[config.mk]
export PLATFORM = sky130hd
export DESIGN_NAME = spcu_top
export DESIGN_NICKNAME = d
export VERILOG_FILES = /design/src/spcu_pkg.sv /design/src/spcu_top.sv
export VERILOG_INCLUDE_DIRS = /design/src
export SDC_FILE = /design/constraint.sdc
export NUM_CORES = 1
export LEC_CHECK = 0
export BUFFER_PORTS_ARGS = -buffer_cell sky130_fd_sc_hd__buf_2
export CAP_MARGIN = 20
export CORE_AREA = 2 2 107 109
export CTS_CLUSTER_DIAMETER = 30
export DETAILED_ROUTE_END_ITERATION = 6
export DIE_AREA = 0 0 109 111
export HOLD_SLACK_MARGIN = 0.06
export PLACE_DENSITY = 0.8
export REMOVE_ABC_BUFFERS = 1
export SYNTH_ARGS = -nofsm -noshare
export SYNTH_HDL_FRONTEND = slang
export SYNTH_SLANG_ARGS = --single-unit
[constraint.sdc]
create_clock -name core_clk -period 2.6 [get_ports core_clk]
set_clock_uncertainty 0.1 [all_clocks]
set_input_delay 0.78 -clock core_clk [delete_from_list [all_inputs] [get_ports core_clk]]
set_output_delay 0.78 -clock core_clk [all_outputs]
set_load 0.005 [all_outputs]
[src/spcu_map.svh]
// Register map, field positions, reset values and timing counts
`ifndef SPCU_MAP_SVH
`define SPCU_MAP_SVH

// ****************************************
// Register indices (byte address = index * 4)
// ****************************************
`define SPCU_CTRL_IDX 6'h06
`define SPCU_DATA_IDX 6'h07
`define SPCU_MODE_IDX 6'h08
`define SPCU_STAT_IDX 6'h09
`define SPCU_MASK_IDX 6'h0a

// ****************************************
// Reset values and field positions
// ****************************************
`define SPCU_CTRL_RST 8'h00
`define SPCU_MODE_RST 8'h00
`define SPCU_B_RXDONE 0
`define SPCU_B_TXDONE 1
`define SPCU_B_RX9    2
`define SPCU_B_TX9    3
`define SPCU_B_RXEN   4
`define SPCU_B_QUAL   5
`define SPCU_B_MHI    6
`define SPCU_B_MLO    7
`define SPCU_B_FCHK   0
`define SPCU_B_BDBL   1

// ****************************************
// Bit periods in clocks or baud ticks
// ****************************************
`define SPCU_PER_M0_SLOW 7'h0c
`define SPCU_PER_M0_FAST 7'h04
`define SPCU_PER_X16     7'h10
`define SPCU_PER_X32     7'h20
`define SPCU_PER_X64     7'h40

`endif

[src/spcu_pkg.sv]
// Types shared by the serial port control unit
package spcu_pkg;
  // Mode number is {mode_select_lo, mode_select_hi}
  typedef enum logic [1:0] {SPCU_M0, SPCU_M1, SPCU_M2, SPCU_M3} spcu_mode_t;
  typedef enum logic {SPCU_TX_IDLE, SPCU_TX_SHIFT} spcu_tx_st_t;
  typedef enum logic [1:0] {SPCU_RX_IDLE, SPCU_RX_START, SPCU_RX_BITS, SPCU_RX_EVAL} spcu_rx_st_t;
  // Read view of the control register
  typedef struct packed {
    logic lo_or_err;
    logic mode_hi;
    logic qual;
    logic rx_en;
    logic tx9;
    logic rx9;
    logic tx_done;
    logic rx_done;
  } spcu_ctrl_t;
endpackage : spcu_pkg

[src/spcu_top.sv]
// Serial port control unit with AXI4-Lite register slave
`timescale 1ns/100ps
`default_nettype none
`include "spcu_map.svh"

module spcu_top
(
  input  wire logic        core_clk,
  input  wire logic        rst_n,
  input  wire logic        s_axi_awvalid,
  output var  logic        s_axi_awready,
  input  wire logic [7:0]  s_axi_awaddr,
  input  wire logic        s_axi_wvalid,
  output var  logic        s_axi_wready,
  input  wire logic [31:0] s_axi_wdata,
  input  wire logic [3:0]  s_axi_wstrb,
  output var  logic        s_axi_bvalid,
  input  wire logic        s_axi_bready,
  output var  logic [1:0]  s_axi_bresp,
  input  wire logic        s_axi_arvalid,
  output var  logic        s_axi_arready,
  input  wire logic [7:0]  s_axi_araddr,
  output var  logic        s_axi_rvalid,
  input  wire logic        s_axi_rready,
  output var  logic [31:0] s_axi_rdata,
  output var  logic [1:0]  s_axi_rresp,
  input  wire logic        baud_tick,
  input  wire logic        rxd_i,
  output var  logic        rxd_o,
  output var  logic        rxd_oe_n,
  output var  logic        txd,
  output var  logic        irq
);
  import spcu_pkg::*;

  // ****************************************
  // Bus slave
  // ****************************************
  logic        aw_have_q, w_have_q, lane0_q;
  logic [7:0]  aw_addr_q;
  logic [31:0] w_data_q;
  logic        rx_done_q, tx_done_q, rx9_q, tx9_q, rx_en_q, qual_q;
  logic        mode_hi_q, mode_lo_q, frame_err_q, frm_chk_q, bdbl_q;
  logic [7:0]  rx_buf_q;
  logic [2:0]  int_stat_q, int_mask_q;
  spcu_ctrl_t  ctrl_view;

  // Write decode; only byte lane 0 carries register data
  wire       aw_take = s_axi_awvalid & s_axi_awready;
  wire       w_take  = s_axi_wvalid & s_axi_wready;
  wire       ar_take = s_axi_arvalid & s_axi_arready;
  wire       wr_go   = aw_have_q & w_have_q & ~s_axi_bvalid;
  wire [5:0] wr_idx  = aw_addr_q[7:2];
  wire       wr_map  = (aw_addr_q[1:0] == 2'h0) & (wr_idx >= `SPCU_CTRL_IDX)
                       & (wr_idx <= `SPCU_MASK_IDX);
  wire       wr_en   = wr_go & wr_map & lane0_q;
  wire       wr_ctrl = wr_en & (wr_idx == `SPCU_CTRL_IDX);
  wire       wr_dat  = wr_en & (wr_idx == `SPCU_DATA_IDX);
  wire       wr_mode = wr_en & (wr_idx == `SPCU_MODE_IDX);
  wire       wr_stat = wr_en & (wr_idx == `SPCU_STAT_IDX);
  wire       wr_mask = wr_en & (wr_idx == `SPCU_MASK_IDX);

  // Read decode; bit 7 shows the error flag while framing check is on
  assign ctrl_view = '{frm_chk_q ? frame_err_q : mode_lo_q, mode_hi_q, qual_q,
                       rx_en_q, tx9_q, rx9_q, tx_done_q, rx_done_q};
  wire [5:0] rd_idx = s_axi_araddr[7:2];
  wire       rd_map = (s_axi_araddr[1:0] == 2'h0) & (rd_idx >= `SPCU_CTRL_IDX)
                      & (rd_idx <= `SPCU_MASK_IDX);
  wire [7:0] rd_byte = (rd_idx == `SPCU_CTRL_IDX) ? ctrl_view
                     : (rd_idx == `SPCU_DATA_IDX) ? rx_buf_q
                     : (rd_idx == `SPCU_MODE_IDX) ? {6'h00, bdbl_q, frm_chk_q}
                     : (rd_idx == `SPCU_STAT_IDX) ? {5'h00, int_stat_q}
                     : {5'h00, int_mask_q};

  // Write channel: address and data held until both are in
  always_ff @(posedge core_clk or negedge rst_n)
  begin
    if (!rst_n)
    begin
      s_axi_awready <= 1'b1;
      s_axi_wready  <= 1'b1;
      aw_have_q     <= 1'b0;
      w_have_q      <= 1'b0;
      aw_addr_q     <= 8'h00;
      w_data_q      <= 32'h0000_0000;
      lane0_q       <= 1'b0;
      s_axi_bvalid  <= 1'b0;
      s_axi_bresp   <= 2'h0;
    end
    else
    begin
      if (aw_take)
      begin
        aw_have_q     <= 1'b1;
        aw_addr_q     <= s_axi_awaddr;
        s_axi_awready <= 1'b0;
      end
      if (w_take)
      begin
        w_have_q     <= 1'b1;
        w_data_q     <= s_axi_wdata;
        lane0_q      <= s_axi_wstrb[0];
        s_axi_wready <= 1'b0;
      end
      if (wr_go)
      begin
        aw_have_q    <= 1'b0;
        w_have_q     <= 1'b0;
        s_axi_bvalid <= 1'b1;
        s_axi_bresp  <= wr_map ? 2'h0 : 2'h2;   // Unmapped: SLVERR
      end
      else if (s_axi_bvalid & s_axi_bready)
      begin
        s_axi_bvalid  <= 1'b0;
        s_axi_awready <= 1'b1;
        s_axi_wready  <= 1'b1;
      end
    end
  end

  // Read channel: answer one cycle after the address is taken
  always_ff @(posedge core_clk or negedge rst_n)
  begin
    if (!rst_n)
    begin
      s_axi_arready <= 1'b1;
      s_axi_rvalid  <= 1'b0;
      s_axi_rdata   <= 32'h0000_0000;
      s_axi_rresp   <= 2'h0;
    end
    else if (ar_take)
    begin
      s_axi_arready <= 1'b0;
      s_axi_rvalid  <= 1'b1;
      s_axi_rdata   <= rd_map ? {24'h00_0000, rd_byte} : 32'h0000_0000;
      s_axi_rresp   <= rd_map ? 2'h0 : 2'h2;
    end
    else if (s_axi_rvalid & s_axi_rready)
    begin
      s_axi_rvalid  <= 1'b0;
      s_axi_arready <= 1'b1;
    end
  end

  // ****************************************
  // Mode and bit timing
  // ****************************************
  spcu_tx_st_t tx_st_q;
  spcu_rx_st_t rx_st_q;
  logic [10:0] tx_sh_q;
  logic [9:0]  rx_sh_q;
  logic [6:0]  tx_cnt_q, rx_cnt_q;
  logic [3:0]  tx_bit_q, rx_bit_q;
  logic        rxd_m_q, rxd_s_q;

  wire spcu_mode_t mode = spcu_mode_t'({mode_lo_q, mode_hi_q});
  wire       m0     = (mode == SPCU_M0);
  wire       m1     = (mode == SPCU_M1);
  // Modes 2 and 3 carry a ninth bit
  wire       m23    = mode_lo_q;
  wire [6:0] bit_per = m0 ? (qual_q ? `SPCU_PER_M0_FAST : `SPCU_PER_M0_SLOW)
                     : !bdbl_q ? `SPCU_PER_X64
                     : (mode == SPCU_M2) ? `SPCU_PER_X32 : `SPCU_PER_X16;
  wire [6:0] half_per = {1'b0, bit_per[6:1]};
  // Modes 1 and 3 run from the baud tick, modes 0 and 2 from the clock
  wire       tick   = (m1 | (mode == SPCU_M3)) ? baud_tick : 1'b1;

  // Two-stage synchroniser on the receive pin
  always_ff @(posedge core_clk or negedge rst_n)
  begin
    if (!rst_n)
    begin
      rxd_m_q <= 1'b1;
      rxd_s_q <= 1'b1;
    end
    else
    begin
      rxd_m_q <= rxd_i;
      rxd_s_q <= rxd_m_q;
    end
  end

  // ****************************************
  // Transmitter
  // ****************************************
  wire        tx_busy = (tx_st_q == SPCU_TX_SHIFT);
  wire        rx_busy = (rx_st_q != SPCU_RX_IDLE);
  wire        tx_end  = tx_busy & tick & (tx_cnt_q == bit_per - 7'h01);
  wire [3:0]  tx_last = m0 ? 4'h7 : m1 ? 4'h8 : 4'h9;
  wire [3:0]  tx_stop = m0 ? 4'h7 : m1 ? 4'h9 : 4'ha;
  // Mode 0 is half duplex: a data write during a running reception is dropped
  wire        tx_go   = wr_dat & ~tx_busy & ~(m0 & rx_busy);
  wire        tx_set  = tx_end & (tx_bit_q == tx_last);
  wire [10:0] tx_load = m0 ? {3'h7, w_data_q[7:0]}
                      : m1 ? {2'h3, w_data_q[7:0], 1'b0}
                      : {1'b1, tx9_q, w_data_q[7:0], 1'b0};

  // Shift out LSB first, one bit per period
  always_ff @(posedge core_clk or negedge rst_n)
  begin
    if (!rst_n)
    begin
      tx_st_q  <= SPCU_TX_IDLE;
      tx_sh_q  <= 11'h7ff;
      tx_cnt_q <= 7'h00;
      tx_bit_q <= 4'h0;
    end
    else if (tx_go)
    begin
      tx_st_q  <= SPCU_TX_SHIFT;
      tx_sh_q  <= tx_load;
      tx_cnt_q <= 7'h00;
      tx_bit_q <= 4'h0;
    end
    else if (tx_busy & tick)
    begin
      tx_cnt_q <= tx_end ? 7'h00 : tx_cnt_q + 7'h01;
      if (tx_end)
      begin
        tx_sh_q  <= {1'b1, tx_sh_q[10:1]};
        tx_bit_q <= tx_bit_q + 4'h1;
        if (tx_bit_q == tx_stop)
          tx_st_q <= SPCU_TX_IDLE;
      end
    end
  end

  // ****************************************
  // Receiver
  // ****************************************
  wire       rx_end   = rx_busy & tick & (rx_cnt_q == bit_per - 7'h01);
  wire       rx_half  = (rx_st_q == SPCU_RX_START) & tick & (rx_cnt_q == half_per - 7'h01);
  wire       rx_go_a  = (rx_st_q == SPCU_RX_IDLE) & rx_en_q & ~m0 & ~rxd_s_q;
  wire       rx_go_0  = (rx_st_q == SPCU_RX_IDLE) & rx_en_q & m0 & ~rx_done_q
                        & ~tx_busy & ~tx_go;
  wire [3:0] rx_last  = m0 ? 4'h7 : m1 ? 4'h8 : 4'h9;
  wire       rx_to_ev = rx_end & (rx_st_q == SPCU_RX_BITS)
                        & ((rx_bit_q == rx_last) | (m23 & (rx_bit_q == 4'h8)));
  wire       rx_eval  = (rx_st_q == SPCU_RX_EVAL);
  // First visit judges data and ninth bit; the late visit in modes 2/3 the stop
  wire       ev_data  = rx_eval & (rx_bit_q != 4'ha);
  wire       ev_stop  = rx_eval & (m1 | (rx_bit_q == 4'ha));
  wire       rx_stopb = m23 ? rx_sh_q[9] : rx_sh_q[8];
  // Qualifier wants stop=1 in mode 1 and ninth=1 in modes 2/3, both bit 8
  wire       rx_ok    = m0 | ~qual_q | rx_sh_q[8];
  wire       rx_set   = ev_data & rx_ok;
  wire       fe_set   = ev_stop & frm_chk_q & ~rx_stopb;

  // Sample at mid-bit (async) or at the end of each shift period (mode 0)
  always_ff @(posedge core_clk or negedge rst_n)
  begin
    if (!rst_n)
    begin
      rx_st_q  <= SPCU_RX_IDLE;
      rx_sh_q  <= 10'h000;
      rx_cnt_q <= 7'h00;
      rx_bit_q <= 4'h0;
    end
    else
    begin
      if (rx_busy & tick)
        rx_cnt_q <= (rx_end | rx_half) ? 7'h00 : rx_cnt_q + 7'h01;
      unique case (rx_st_q)
        SPCU_RX_IDLE:
        begin
          rx_cnt_q <= 7'h00;
          rx_bit_q <= 4'h0;
          if (rx_go_a)
            rx_st_q <= SPCU_RX_START;
          else if (rx_go_0)
            rx_st_q <= SPCU_RX_BITS;
        end
        SPCU_RX_START:
          if (rx_half)
            rx_st_q <= rxd_s_q ? SPCU_RX_IDLE : SPCU_RX_BITS;  // False start bit
        SPCU_RX_BITS:
          if (rx_end)
          begin
            rx_sh_q[rx_bit_q] <= rxd_s_q;
            rx_bit_q          <= rx_bit_q + 4'h1;
            if (rx_to_ev)
              rx_st_q <= SPCU_RX_EVAL;
          end
        SPCU_RX_EVAL:
          rx_st_q <= (m23 & (rx_bit_q == 4'h9)) ? SPCU_RX_BITS : SPCU_RX_IDLE;
      endcase
    end
  end

  // ****************************************
  // Control, mode and interrupt registers
  // ****************************************
  // Hardware set wins over a software clear in the same cycle
  always_ff @(posedge core_clk or negedge rst_n)
  begin
    if (!rst_n)
    begin
      {mode_lo_q, mode_hi_q, qual_q, rx_en_q, tx9_q, rx9_q, tx_done_q, rx_done_q}
        <= `SPCU_CTRL_RST;
      frame_err_q <= 1'b0;
      {bdbl_q, frm_chk_q} <= 2'(`SPCU_MODE_RST);
      rx_buf_q    <= 8'h00;
      int_stat_q  <= 3'h0;
      int_mask_q  <= 3'h0;
    end
    else
    begin
      rx_done_q <= (wr_ctrl ? w_data_q[`SPCU_B_RXDONE] : rx_done_q) | rx_set;
      tx_done_q <= (wr_ctrl ? w_data_q[`SPCU_B_TXDONE] : tx_done_q) | tx_set;
      frame_err_q <= (wr_ctrl & frm_chk_q ? w_data_q[`SPCU_B_MLO] : frame_err_q)
                     | fe_set;
      if (wr_ctrl)
      begin
        tx9_q     <= w_data_q[`SPCU_B_TX9];
        rx_en_q   <= w_data_q[`SPCU_B_RXEN];
        qual_q    <= w_data_q[`SPCU_B_QUAL];
        mode_hi_q <= w_data_q[`SPCU_B_MHI];
        if (!frm_chk_q)
          mode_lo_q <= w_data_q[`SPCU_B_MLO];  // Held while bit 7 is the error flag
      end
      if (rx_set & ~m0)
        rx9_q <= rx_sh_q[8];
      else if (wr_ctrl)
        rx9_q <= w_data_q[`SPCU_B_RX9];
      if (rx_set)
        rx_buf_q <= rx_sh_q[7:0];
      if (wr_mode)
      begin
        frm_chk_q <= w_data_q[`SPCU_B_FCHK];
        bdbl_q    <= w_data_q[`SPCU_B_BDBL];
      end
      int_stat_q <= (int_stat_q & ~(wr_stat ? w_data_q[2:0] : 3'h0))
                    | {fe_set, tx_set, rx_set};
      if (wr_mask)
        int_mask_q <= w_data_q[2:0];
    end
  end

  // ****************************************
  // Pin and interrupt outputs
  // ****************************************
  wire       m0_act = m0 & (tx_busy | rx_busy);
  wire [6:0] clk_cnt = tx_busy ? tx_cnt_q : rx_cnt_q;
  // Mode 0 shift clock is low for the first half of each bit
  wire       txd_d  = m0 ? ~(m0_act & (clk_cnt < half_per))
                         : (tx_busy ? tx_sh_q[0] : 1'b1);

  always_ff @(posedge core_clk or negedge rst_n)
  begin
    if (!rst_n)
    begin
      txd      <= 1'b1;
      rxd_o    <= 1'b1;
      rxd_oe_n <= 1'b1;
      irq      <= 1'b0;
    end
    else
    begin
      txd      <= txd_d;
      rxd_o    <= tx_sh_q[0];
      rxd_oe_n <= ~(m0 & tx_busy);
      irq      <= |(int_stat_q & int_mask_q);
    end
  end
endmodule : spcu_top
`default_nettype wire

Word level (Yosys, flattened, before mapping)
Cells that the tools add are included.
- add/subtract/negate cells: 6
- magnitude comparators: 7
- equal/unequal tests: 29
- mux-type cells: 74
- bitwise logic cells: 75
- reduce and logical (&&, ||, !) cells: 23
- operators by type and width (operator ; number):
    7-bit 2-to-1 mux ; 9
    1-bit AND ; 49
    11-bit 2-to-1 mux ; 3
    1-bit 2-to-1 mux ; 32
    6-bit by 4-bit equality test with 1-bit output (second input constant) ; 5
    4-bit 2-to-1 mux ; 7
    6-bit by 3-bit equality test with 1-bit output (second input constant) ; 4
    8-bit 2-to-1 mux ; 3
    2-bit nonzero test ; 11
    7-bit equality test ; 3
    10-bit 2-to-1 mux ; 2
    2-bit 2-to-1 mux ; 10
    7-bit by 1-bit adder with 7-bit output (second input constant) ; 2
    4-bit equality test ; 3
    4-bit equality test (second input constant) ; 3
    6-bit by 3-bit greater-or-equal comparator with 1-bit output (second input constant) ; 2
    6-bit by 4-bit less-or-equal comparator with 1-bit output (second input constant) ; 2
    1-bit NOT ; 12
    10-bit bitwise mux ; 1
    1-bit OR ; 10
    3-bit 2-to-1 mux ; 3
    4-bit by 1-bit adder with 4-bit output (second input constant) ; 2
    2-bit equality test (second input constant) ; 4
    2-bit logical NOT ; 4
    other kinds (21) ; 28
- register bits after elaboration: 137
- bits of input ports: 61
- output and inout port bits: 45
- word-level logic and storage cells: 255

Longest topological paths before layout
Gate-level depths: netlist of run 1.
- word-level depth: 13
- mapped depth: 10
- mapped depth without buffers: 7

Worst setup path before layout of run 1
OpenSTA, ideal clock, no wires.
- kind: input port to flip-flop
- from: input s_axi_araddr[5]
- to: register s_axi_rdata[0]
- setup time: 121 ps
- data arrival time: 2465 ps
- data required time: 2379 ps
- slack: -86 ps
- stages: 4
- buffers on the path: 0
- path through: or4b_2 -> nor3b_2 -> mux2_2 -> a22o_1
- word-level cells in the longest chain between the ends: 6
- elaborated cells on any way between the ends: 13
- those cells by class: 2 x order compare; 4 x eq/ne; 5 x mux; 2 x bitwise
- ends and longest elaborated chain (element ; line ; text):
    start: declaration ; spcu_top.sv:22 ; input wire logic [7:0] s_axi_araddr,
    parallel branches: the longest is 5 deep, another holds 6-bit by 3-bit greater-or-equal comparator with 1-bit output ; n/a ;
    8-bit 2-to-1 mux * ; spcu_top.sv:135 ; s_axi_rdata <= rd_map ? {24'h00_0000, rd_byte} : 32'h0000_0000;
    end signal: assignment ; spcu_top.sv:135 ;
    end: declaration ; spcu_top.sv:25 ; output var logic [31:0] s_axi_rdata,
Mark *: on every way between the ends.
A chain may end at the register's enable or synchronous reset.

Worst setup path in the final report of run 1
- from: register s_axi_bvalid
- to: register tx_sh_q[1]
- word-level cells in the longest chain between the ends: 9
- elaborated cells on any way between the ends: 11
- those cells by class: 1 x mux; 7 x bitwise; 3 x reduce/logical
- ends and longest elaborated chain (element ; line ; text):
    start: declaration ; spcu_top.sv:17 ; output var logic s_axi_bvalid,
    start signal: assignment ; spcu_top.sv:87 ; s_axi_bvalid <= 1'b0;
    start signal: assignment ; spcu_top.sv:109 ; s_axi_bvalid <= 1'b1;
    start signal: assignment ; spcu_top.sv:114 ; s_axi_bvalid <= 1'b0;
    1-bit NOT * ; spcu_top.sv:52 ; wire wr_go = aw_have_q & w_have_q & ~s_axi_bvalid;
    1-bit AND * ; spcu_top.sv:52 ;
    1-bit AND * (2 in series) ; spcu_top.sv:56 ; wire wr_en = wr_go & wr_map & lane0_q;
    1-bit AND * ; spcu_top.sv:58 ; wire wr_dat = wr_en & (wr_idx == `SPCU_DATA_IDX);
    1-bit AND * (2 in series) ; spcu_top.sv:192 ; wire tx_go = wr_dat & ~tx_busy & ~(m0 & rx_busy);
    2-bit nonzero test (no line) ; n/a ;
    2-bit AND reduction (no line) ; n/a ;
    end signal: assignment ; spcu_top.sv:211 ; tx_sh_q <= tx_load;
    end signal: assignment ; spcu_top.sv:220 ; tx_sh_q <= {1'b1, tx_sh_q[10:1]};
    end: declaration ; spcu_top.sv:150 ; logic [10:0] tx_sh_q;
Every way passes the cells marked *; elsewhere a longest branch is shown, timed or not.

==> key figures, run 1 <==
Status
  – Status: finished, final reports clean

Synthesis
  – Ys flop type: dfrtp_1
  – Register area share after synthesis: a little under half
  – Yosys cell types: 74
  – Ys Warns: 0
  – Ys async rst share: 100.0%
  – Synthesized area: 0.005986 mm^2
  – Synth Register Bits: 110
  – Mean Syn Cell Area: 10.54 um^2
  – EDFF count, synth: 0
  – Syn Inst Count: roughly 570

Floorplanning
  – IO Pins: 106
  – Core Rows: 39
  – Die area: 0.01210 mm^2
  – Core ar.: approximately 0.011 mm^2
  – Die height: around 110 um
  – Initial Util: 54.04%
  – Die extent in x: 109 um

Placement
  – Post-DP Area: 0.006459 mm^2
  – DP HPWL: 9.519 mm
  – RePlAce Congestion: 0.8874
  – Port-buffer cells: 52
  – Placed cells: 767

Setup path
  – Reg2reg start: s_axi_bvalid$_DFFE_PN0P_
  – Reg-to-reg endpoint: tx_sh_q[1]$_DFFE_PN1P_
  – Worst Path Max Fanout: 13
  – Critical Path Max Stage Delay: 0.54 ns
  – CP bufs+invs: 1
  – CP endpoint: tx_sh_q[1]$_DFFE_PN1P_
  – Crit. path cell count: 7
  – R2R cell count: 7
  – CP cell instances: nand3b_4, or3_4, or2_4, or4b_1, buf_4, a21oi_1, a221o_1
  – Critical Path Source Type: register
  – Slowest CP cell: or4b_1
  – Worst setup EP type: register
  – Worst Path Required: about 2.8 ns
  – Worst setup path startpoint: s_axi_bvalid$_DFFE_PN0P_
  – Critical path type: reg2reg
  – R2r setup slk: 0.14 ns
  – Arrival @ worst endpoint: 2.66 ns
  – CP top delay family: simple AND/OR/NAND/NOR gates

Global route
  – Vias in the first global route: between 4,000 and 5,000
  – First-pass GRT wire length: about 22 mm
  – Initial antenna violation count: 0
  – Grt ovf: 0
  – Largest net degree at the start of global routing: 44
  – Total GRT Usage: 23.44%

Cells and area
  – Fin util: 61.00%
  – Filler cell count: 912
  – Design area: around 0.0068 mm^2
  – Share of cells above drive strength 1: 30.31%
  – Non-Filler Instances: 783
  – Most common cell after layout, fill and taps aside: dfrtp_1
  – Ant diodes: 0
  – Layout overhead on the synthesized area: 12.88%
  – Most frequent cells in the layout: dfrtp_1, nand2_1, mux2_2
  – Final nets: 707

STA
  – Unrepaired setup endpoints after global routing: false
  – Setup TNS: 0 ns
  – Fin crit share: approximately 95%
  – Min Tclk post-route: roughly 2.5 ns
  – Final Setup Violations: 0
  – Actual slew at the worst max-slew pin: around 0.72 ns
  – Hold Violations, Final: 0
  – Achievable Freq: a little over 0.4 GHz
  – Slew Viols, Final: 0
  – Worst slew margin: about half
  – Hold Slack: 0.2600 ns

Clocking
  – CTS Buffer Depth: 2
  – Total CTS buffers: 9
  – CTS tree: built
  – # hold bufs at CTS: 0
  – Clk_lat worst skew: 0.35 ns
  – Post-CTS sizing: 0
  – Post-CTS Setup Bufs: 0
  – Htree depth: 3
  – Clock sinks: 110
  – Clk slew on worst S/H paths: 0.08 ns
  – Root Driver: clkbuf_16

Worst hold path
  – Hold Path Stages: 0
  – HP Class: reg2reg

Detailed routing
  – # DRC: 0
  – Detailed-route wire length per cell: 17.19 um
  – Via count: 4,672
  – Via/cell ratio: 5.967
  – TritonRoute pass-1 iters: 5
  – Final wirelength: 13.46 mm
  – Iteration-0 DRC Markers: 274
  – Antenna-violating nets left: 0

Power
  – Leak: 3.064 nW
  – Pwr/cell area: 732.9 mW/mm^2
  – Peak supply drop: 0.4152 mV

Run
  – Max Cap Viol: 0
stage by stage:
stage          setup WS, ns  power, mW
2_1_floorplan       -0.3926      3.163
4_1_cts              0.1053      4.952
5_1_grt             0.03624      5.224
3_3_place_gp       -0.08338      3.505
3_5_place_dp        -0.1187      3.608
6_report             0.1372      4.952
power by group:
| part | leakage [nW] | internal (mW) | total [mW] | switching [mW] |
|---|---|---|---|---|
| Combinational | 1.53 | 0.582 | 1.17 | 0.591 |
| Sequential | 1.39 | 2.04 | 2.44 | 0.397 |
| Clock | 0.138 | 0.688 | 1.34 | 0.653 |
| Total | 3.06 | 3.31 | 4.95 | 1.64 |
kinds of logic after synthesis:
| family | share of synthesized area (%) |
|---|---|
| simple gates | 17.48 |
| buf+inv | 6.605 |
| flops | 46.36 |
| xor+xnor | 1.609 |
| fa+ha+maj | 2.299 |
| mux | 11.33 |
| other cells | 0.06265 |
| compound gates | 14.26 |
registers in the layout, indices dropped and copies added (netlist names), 2 cells and up:
name and count:
rx_buf_q 8, int_stat_q 3, tx_bit_q 4, rx_sh_q 10, int_mask_q 3, rx_st_q 2, rx_bit_q 4, tx_cnt_q 7
tx_sh_q 10, rx_cnt_q 7, s_axi_rdata 8, aw_addr_q 8, w_data_q 8
worst min path at each step:
| stage | endpoint | from | slack (ns) |
|---|---|---|---|
| 2_1_floorplan | rxd_s_q$_DFF_PN1_ | rxd_m_q$_DFF_PN1_ | 0.25 |
| 3_3_place_gp | rxd_s_q$_DFF_PN1_ | rxd_m_q$_DFF_PN1_ | 0.25 |
| 3_5_place_dp | rxd_s_q$_DFF_PN1_ | rxd_m_q$_DFF_PN1_ | 0.25 |
| 4_1_cts | rxd_s_q$_DFF_PN1_ | rxd_m_q$_DFF_PN1_ | 0.26 |
| 5_1_grt | rxd_s_q$_DFF_PN1_ | rxd_m_q$_DFF_PN1_ | 0.26 |
| 6_report | rxd_s_q$_DFF_PN1_ | rxd_m_q$_DFF_PN1_ | 0.26 |
synth_stat cells (11+ instances only):
cell      number  share of area (%)
nand3_1       19                1.6
a21oi_1       17                1.4
clkbuf_1      12               0.75
dfrtp_1       92                 38
buf_4         26                3.3
inv_1         18                1.1
buf_2         13                1.1
nor2_1        23                1.4
ha_1          11                2.3
nand2_1       59                3.7
a22o_1        17                2.5
mux2_2        54                 10
o21ai_0       23                1.9
nor3_1        14                1.2
dfstp_2       18                7.9
routing by layer:
layer	wire length, um	share of wire (%)	global-route usage, %
met4	395	2.9	10.34
met5	0	0	0
met2	6670	50	38.22
met1	5591	42	30.25
met3	801	6.0	4.233
layout make-up:
class	instances	area [um^2]	area share, %
Inverter	18	67.56	1.000
Timing Repair Buffer	84	528.0	7.815
Clock inverter	5	41.29	0.6111
Sequential cell	110	2775	41.07
Multi-Input combinational cell	412	2923	43.26
Tap cell	143	178.9	2.648
Clock buffer	11	242.7	3.593
Power figures use the tool's default switching activity.
==> run 2: changes to the inputs <==
--- a/config.mk
+++ b/config.mk
@@ -8,12 +8,12 @@
 export LEC_CHECK = 0
 export BUFFER_PORTS_ARGS = -buffer_cell sky130_fd_sc_hd__buf_2
 export CAP_MARGIN = 20
-export CORE_AREA = 2 2 107 109
+export CORE_AREA = 5 5 106 108
 export CTS_CLUSTER_DIAMETER = 30
 export DETAILED_ROUTE_END_ITERATION = 6
-export DIE_AREA = 0 0 109 111
-export HOLD_SLACK_MARGIN = 0.06
-export PLACE_DENSITY = 0.8
+export DIE_AREA = 0 0 111 113
+export HOLD_SLACK_MARGIN = 0.1
+export PLACE_DENSITY = 0.86
 export REMOVE_ABC_BUFFERS = 1
 export SYNTH_ARGS = -nofsm -noshare
 export SYNTH_HDL_FRONTEND = slang
==> constraint.sdc (replaced) <==
create_clock -name core_clk -period 3 [get_ports core_clk]
set_clock_uncertainty 0.1 [all_clocks]
set_input_delay 0.9 -clock core_clk [delete_from_list [all_inputs] [get_ports core_clk]]
set_output_delay 0.9 -clock core_clk [all_outputs]
set_load 0.005 [all_outputs]
==> run 2 against run 1 <==
First-iteration DRC count increased by 49%. Combinational power shrank 15%. Core utilization up 3.4 points. Total power decreased by 20%. Setup slack improved by 0.21 ns. Highest routed layer unchanged. Sequential share of layout area grew 1.4 points. Final cell count down 2.3%. Routed wire length up 1.3%. Largest power group unchanged.
==> key figures, run 2 (same netlist as run 1, synthesis figures left out) <==
Status
  – Status: finished, final reports clean

Cells and area
  – Share of cells above drive strength 1: 28.62% (-1.7 points)
  – Final nets: 696 (-1.6%)
  – Storage cell area: 0.002775 mm^2 (unchanged)
  – Most frequent cells in the layout: dfrtp_1, nand2_1, mux2_2
  – Multi-input gate area: 0.002909 mm^2 (-0.47%)
  – Most common cell after layout, fill and taps aside: dfrtp_1
  – Ant diodes: 0 (unchanged)
  – Layout overhead on the synthesized area: 9.156%
  – Fin util: 64.45% (+3.4 points)
  – Non-Filler Instances: 765 (-2.3%)
  – Filler cell count: 767 (-16%)
  – Biggest regs: rx_sh_q: 10 flops, tx_sh_q: 10 flops

Floorplanning
  – Die area: 0.01254 mm^2 (+3.7%)
  – Die extent in x: 111 um (+1.8%)
  – Core ar.: 0.01014 mm^2 (-8.5%)
  – Die height: 113 um (+1.8%)
  – Initial Util: 59.04% (+5.0 points)
  – IO Pins: 106 (unchanged)
  – Core Rows: 37 (-5.1%)

Detailed routing
  – Via count: 4,623 (-1.0%)
  – # DRC: 0 (unchanged)
  – Detailed-route wire length per cell: 17.83 um (+3.7%)
  – Final wirelength: 13.64 mm (+1.3%)
  – Antenna-violating nets left: 0 (unchanged)
  – Iteration-0 DRC Markers: 407 (+49%)
  – TritonRoute pass-1 iters: 5 (unchanged)
  – Via/cell ratio: 6.043 (+1.3%)

Clocking
  – Post-CTS sizing: 0 (unchanged)
  – Clock sinks: 110 (unchanged)
  – CTS tree: built
  – Htree depth: 3 (unchanged)
  – Total CTS buffers: 9 (unchanged)
  – CTS Buffer Depth: 2 (unchanged)
  – Post-CTS Setup Bufs: 0 (unchanged)
  – Clk slew on worst S/H paths: 0.11 ns (+0.03 ns)
  – Root Driver: clkbuf_8
  – # hold bufs at CTS: 0 (unchanged)
  – Clk_lat worst skew: 0.37 ns (+0.02 ns)

STA
  – Hold Violations, Final: 0 (unchanged)
  – Post-route setup slack: 0.3484 ns (+0.2113 ns)
  – Worst slew margin: 50.60% (-1.2 points)
  – Final Setup Violations: 0 (unchanged)
  – Fin crit share: 88.39% (-6.3 points)
  – Min Tclk post-route: 2.652 ns (+0.1887 ns)
  – Slew Viols, Final: 0 (unchanged)
  – Unrepaired setup endpoints after global routing: false
  – Actual slew at the worst max-slew pin: 0.7382 ns (+0.01749 ns)
  – Setup TNS: 0 ns (unchanged)
  – Achievable Freq: 0.3771 GHz (-7.1%)

Setup path
  – Critical path type: reg2reg
  – Critical Path Source Type: register
  – Worst setup path startpoint: s_axi_bvalid$_DFFE_PN0P_
  – Arrival @ worst endpoint: 2.85 ns (+0.19 ns)
  – Worst Path Required: 3.20 ns (+0.41 ns)
  – R2r setup slk: 0.35 ns (+0.21 ns)
  – Reg-to-reg endpoint: tx_sh_q[7]$_DFFE_PN1P_
  – CP endpoint: tx_sh_q[7]$_DFFE_PN1P_
  – R2R cell count: 6 (-1)
  – Worst setup EP type: register
  – Worst Path Max Fanout: 14 (+1)
  – Reg2reg start: s_axi_bvalid$_DFFE_PN0P_

Power
  – Peak supply drop: 0.3521 mV (-15%)
  – P_sw: 1.373 mW (-16%)
  – Flop pwr share: 53.4% (+4.2 points)
  – Net Sw Frac: 34.78% (+1.7 points)
  – Pwr/cell area: 604.2 mW/mm^2 (-18%)
  – P_int: 2.574 mW (-22%)
  – Leak: 2.961 nW (-3.3%)
  – Clk pwr share: 21.4% (-5.7 points)
  – Combinational Power Share: 25.2% (+1.5 points)

Worst hold path
  – Hold Crit Start: rxd_m_q$_DFF_PN1_
  – HP Class: reg2reg

Placement
  – Port-buffer cells: 52 (unchanged)
  – DP HPWL: 10.05 mm (+5.5%)
  – Placed cells: 749 (-2.3%)
  – Dpl ws: 0.06986 ns (+0.1886 ns)
  – RePlAce Congestion: 0.8747 (-1.4%)

Run
  – Max Cap Viol: 0 (unchanged)

Global route
  – Initial antenna violation count: 0 (unchanged)
  – Vias in the first global route: 4,700 (+1.2%)
  – Total GRT Usage: 22.12% (-1.3 points)
  – Largest net degree at the start of global routing: 46 (+4.5%)
  – Grt ovf: 0 (unchanged)
  – First-pass GRT wire length: 22.89 mm (+1.9%)
[run 2: metal layers]
layer	wire length (um)	global-route usage, %
met1	5605	28.43
met2	6954	37.54
met3	673	2.727
met4	405	10.43
met5	0	0
[run 2: worst min path at each step]
stage / to / depth (start not counted)
final: rxd_s_q$_DFF_PN1_ / 0
after global routing: rxd_s_q$_DFF_PN1_ / 0
after CTS: rxd_s_q$_DFF_PN1_ / 0
after detailed placement: rxd_s_q$_DFF_PN1_ / 0
after global placement: rxd_s_q$_DFF_PN1_ / 0
after floorplan: rxd_s_q$_DFF_PN1_ / 0
[run 2: power groups by stage]
| stage | Clock [mW] | Combinational [mW] | Sequential [mW] |
|---|---|---|---|
| 2_1_floorplan | 0 | 0.719 | 2.02 |
| 3_3_place_gp | 0 | 0.925 | 2.10 |
| 3_5_place_dp | 0 | 0.989 | 2.13 |
| 4_1_cts | 0.863 | 0.993 | 2.10 |
| 5_1_grt | 0.924 | 1.12 | 2.16 |
| 6_report | 0.846 | 0.993 | 2.11 |
[run 2: critical path, stage by stage, from the launching register on]
cell	delay (ns)
dfrtp_1	0.44
nand3b_4	0.18
or3_1	0.36
or2_4	0.31
or4b_1	0.80
a21oi_1	0.25
a221o_1	0.15
[run 2: cell type report]
cell class	count	area share, %
Inverter	18	1.034
Timing Repair Buffer	73	6.626
Tap cell	136	2.604
Multi-Input combinational cell	412	44.52
Clock buffer	10	1.953
Clock inverter	6	0.7851
Sequential cell	110	42.47
[run 2: stage by stage]
stage | hold slack [ns] | cell area, um^2 | power, mW
2_1_floorplan | 0.2452 | 5752 | 2.741
3_3_place_gp | 0.2511 | 6355 | 3.025
3_5_place_dp | 0.2525 | 6355 | 3.115
4_1_cts | 0.2775 | 6534 | 3.955
5_1_grt | 0.2821 | 6534 | 4.199
6_report | 0.2723 | 6534 | 3.947
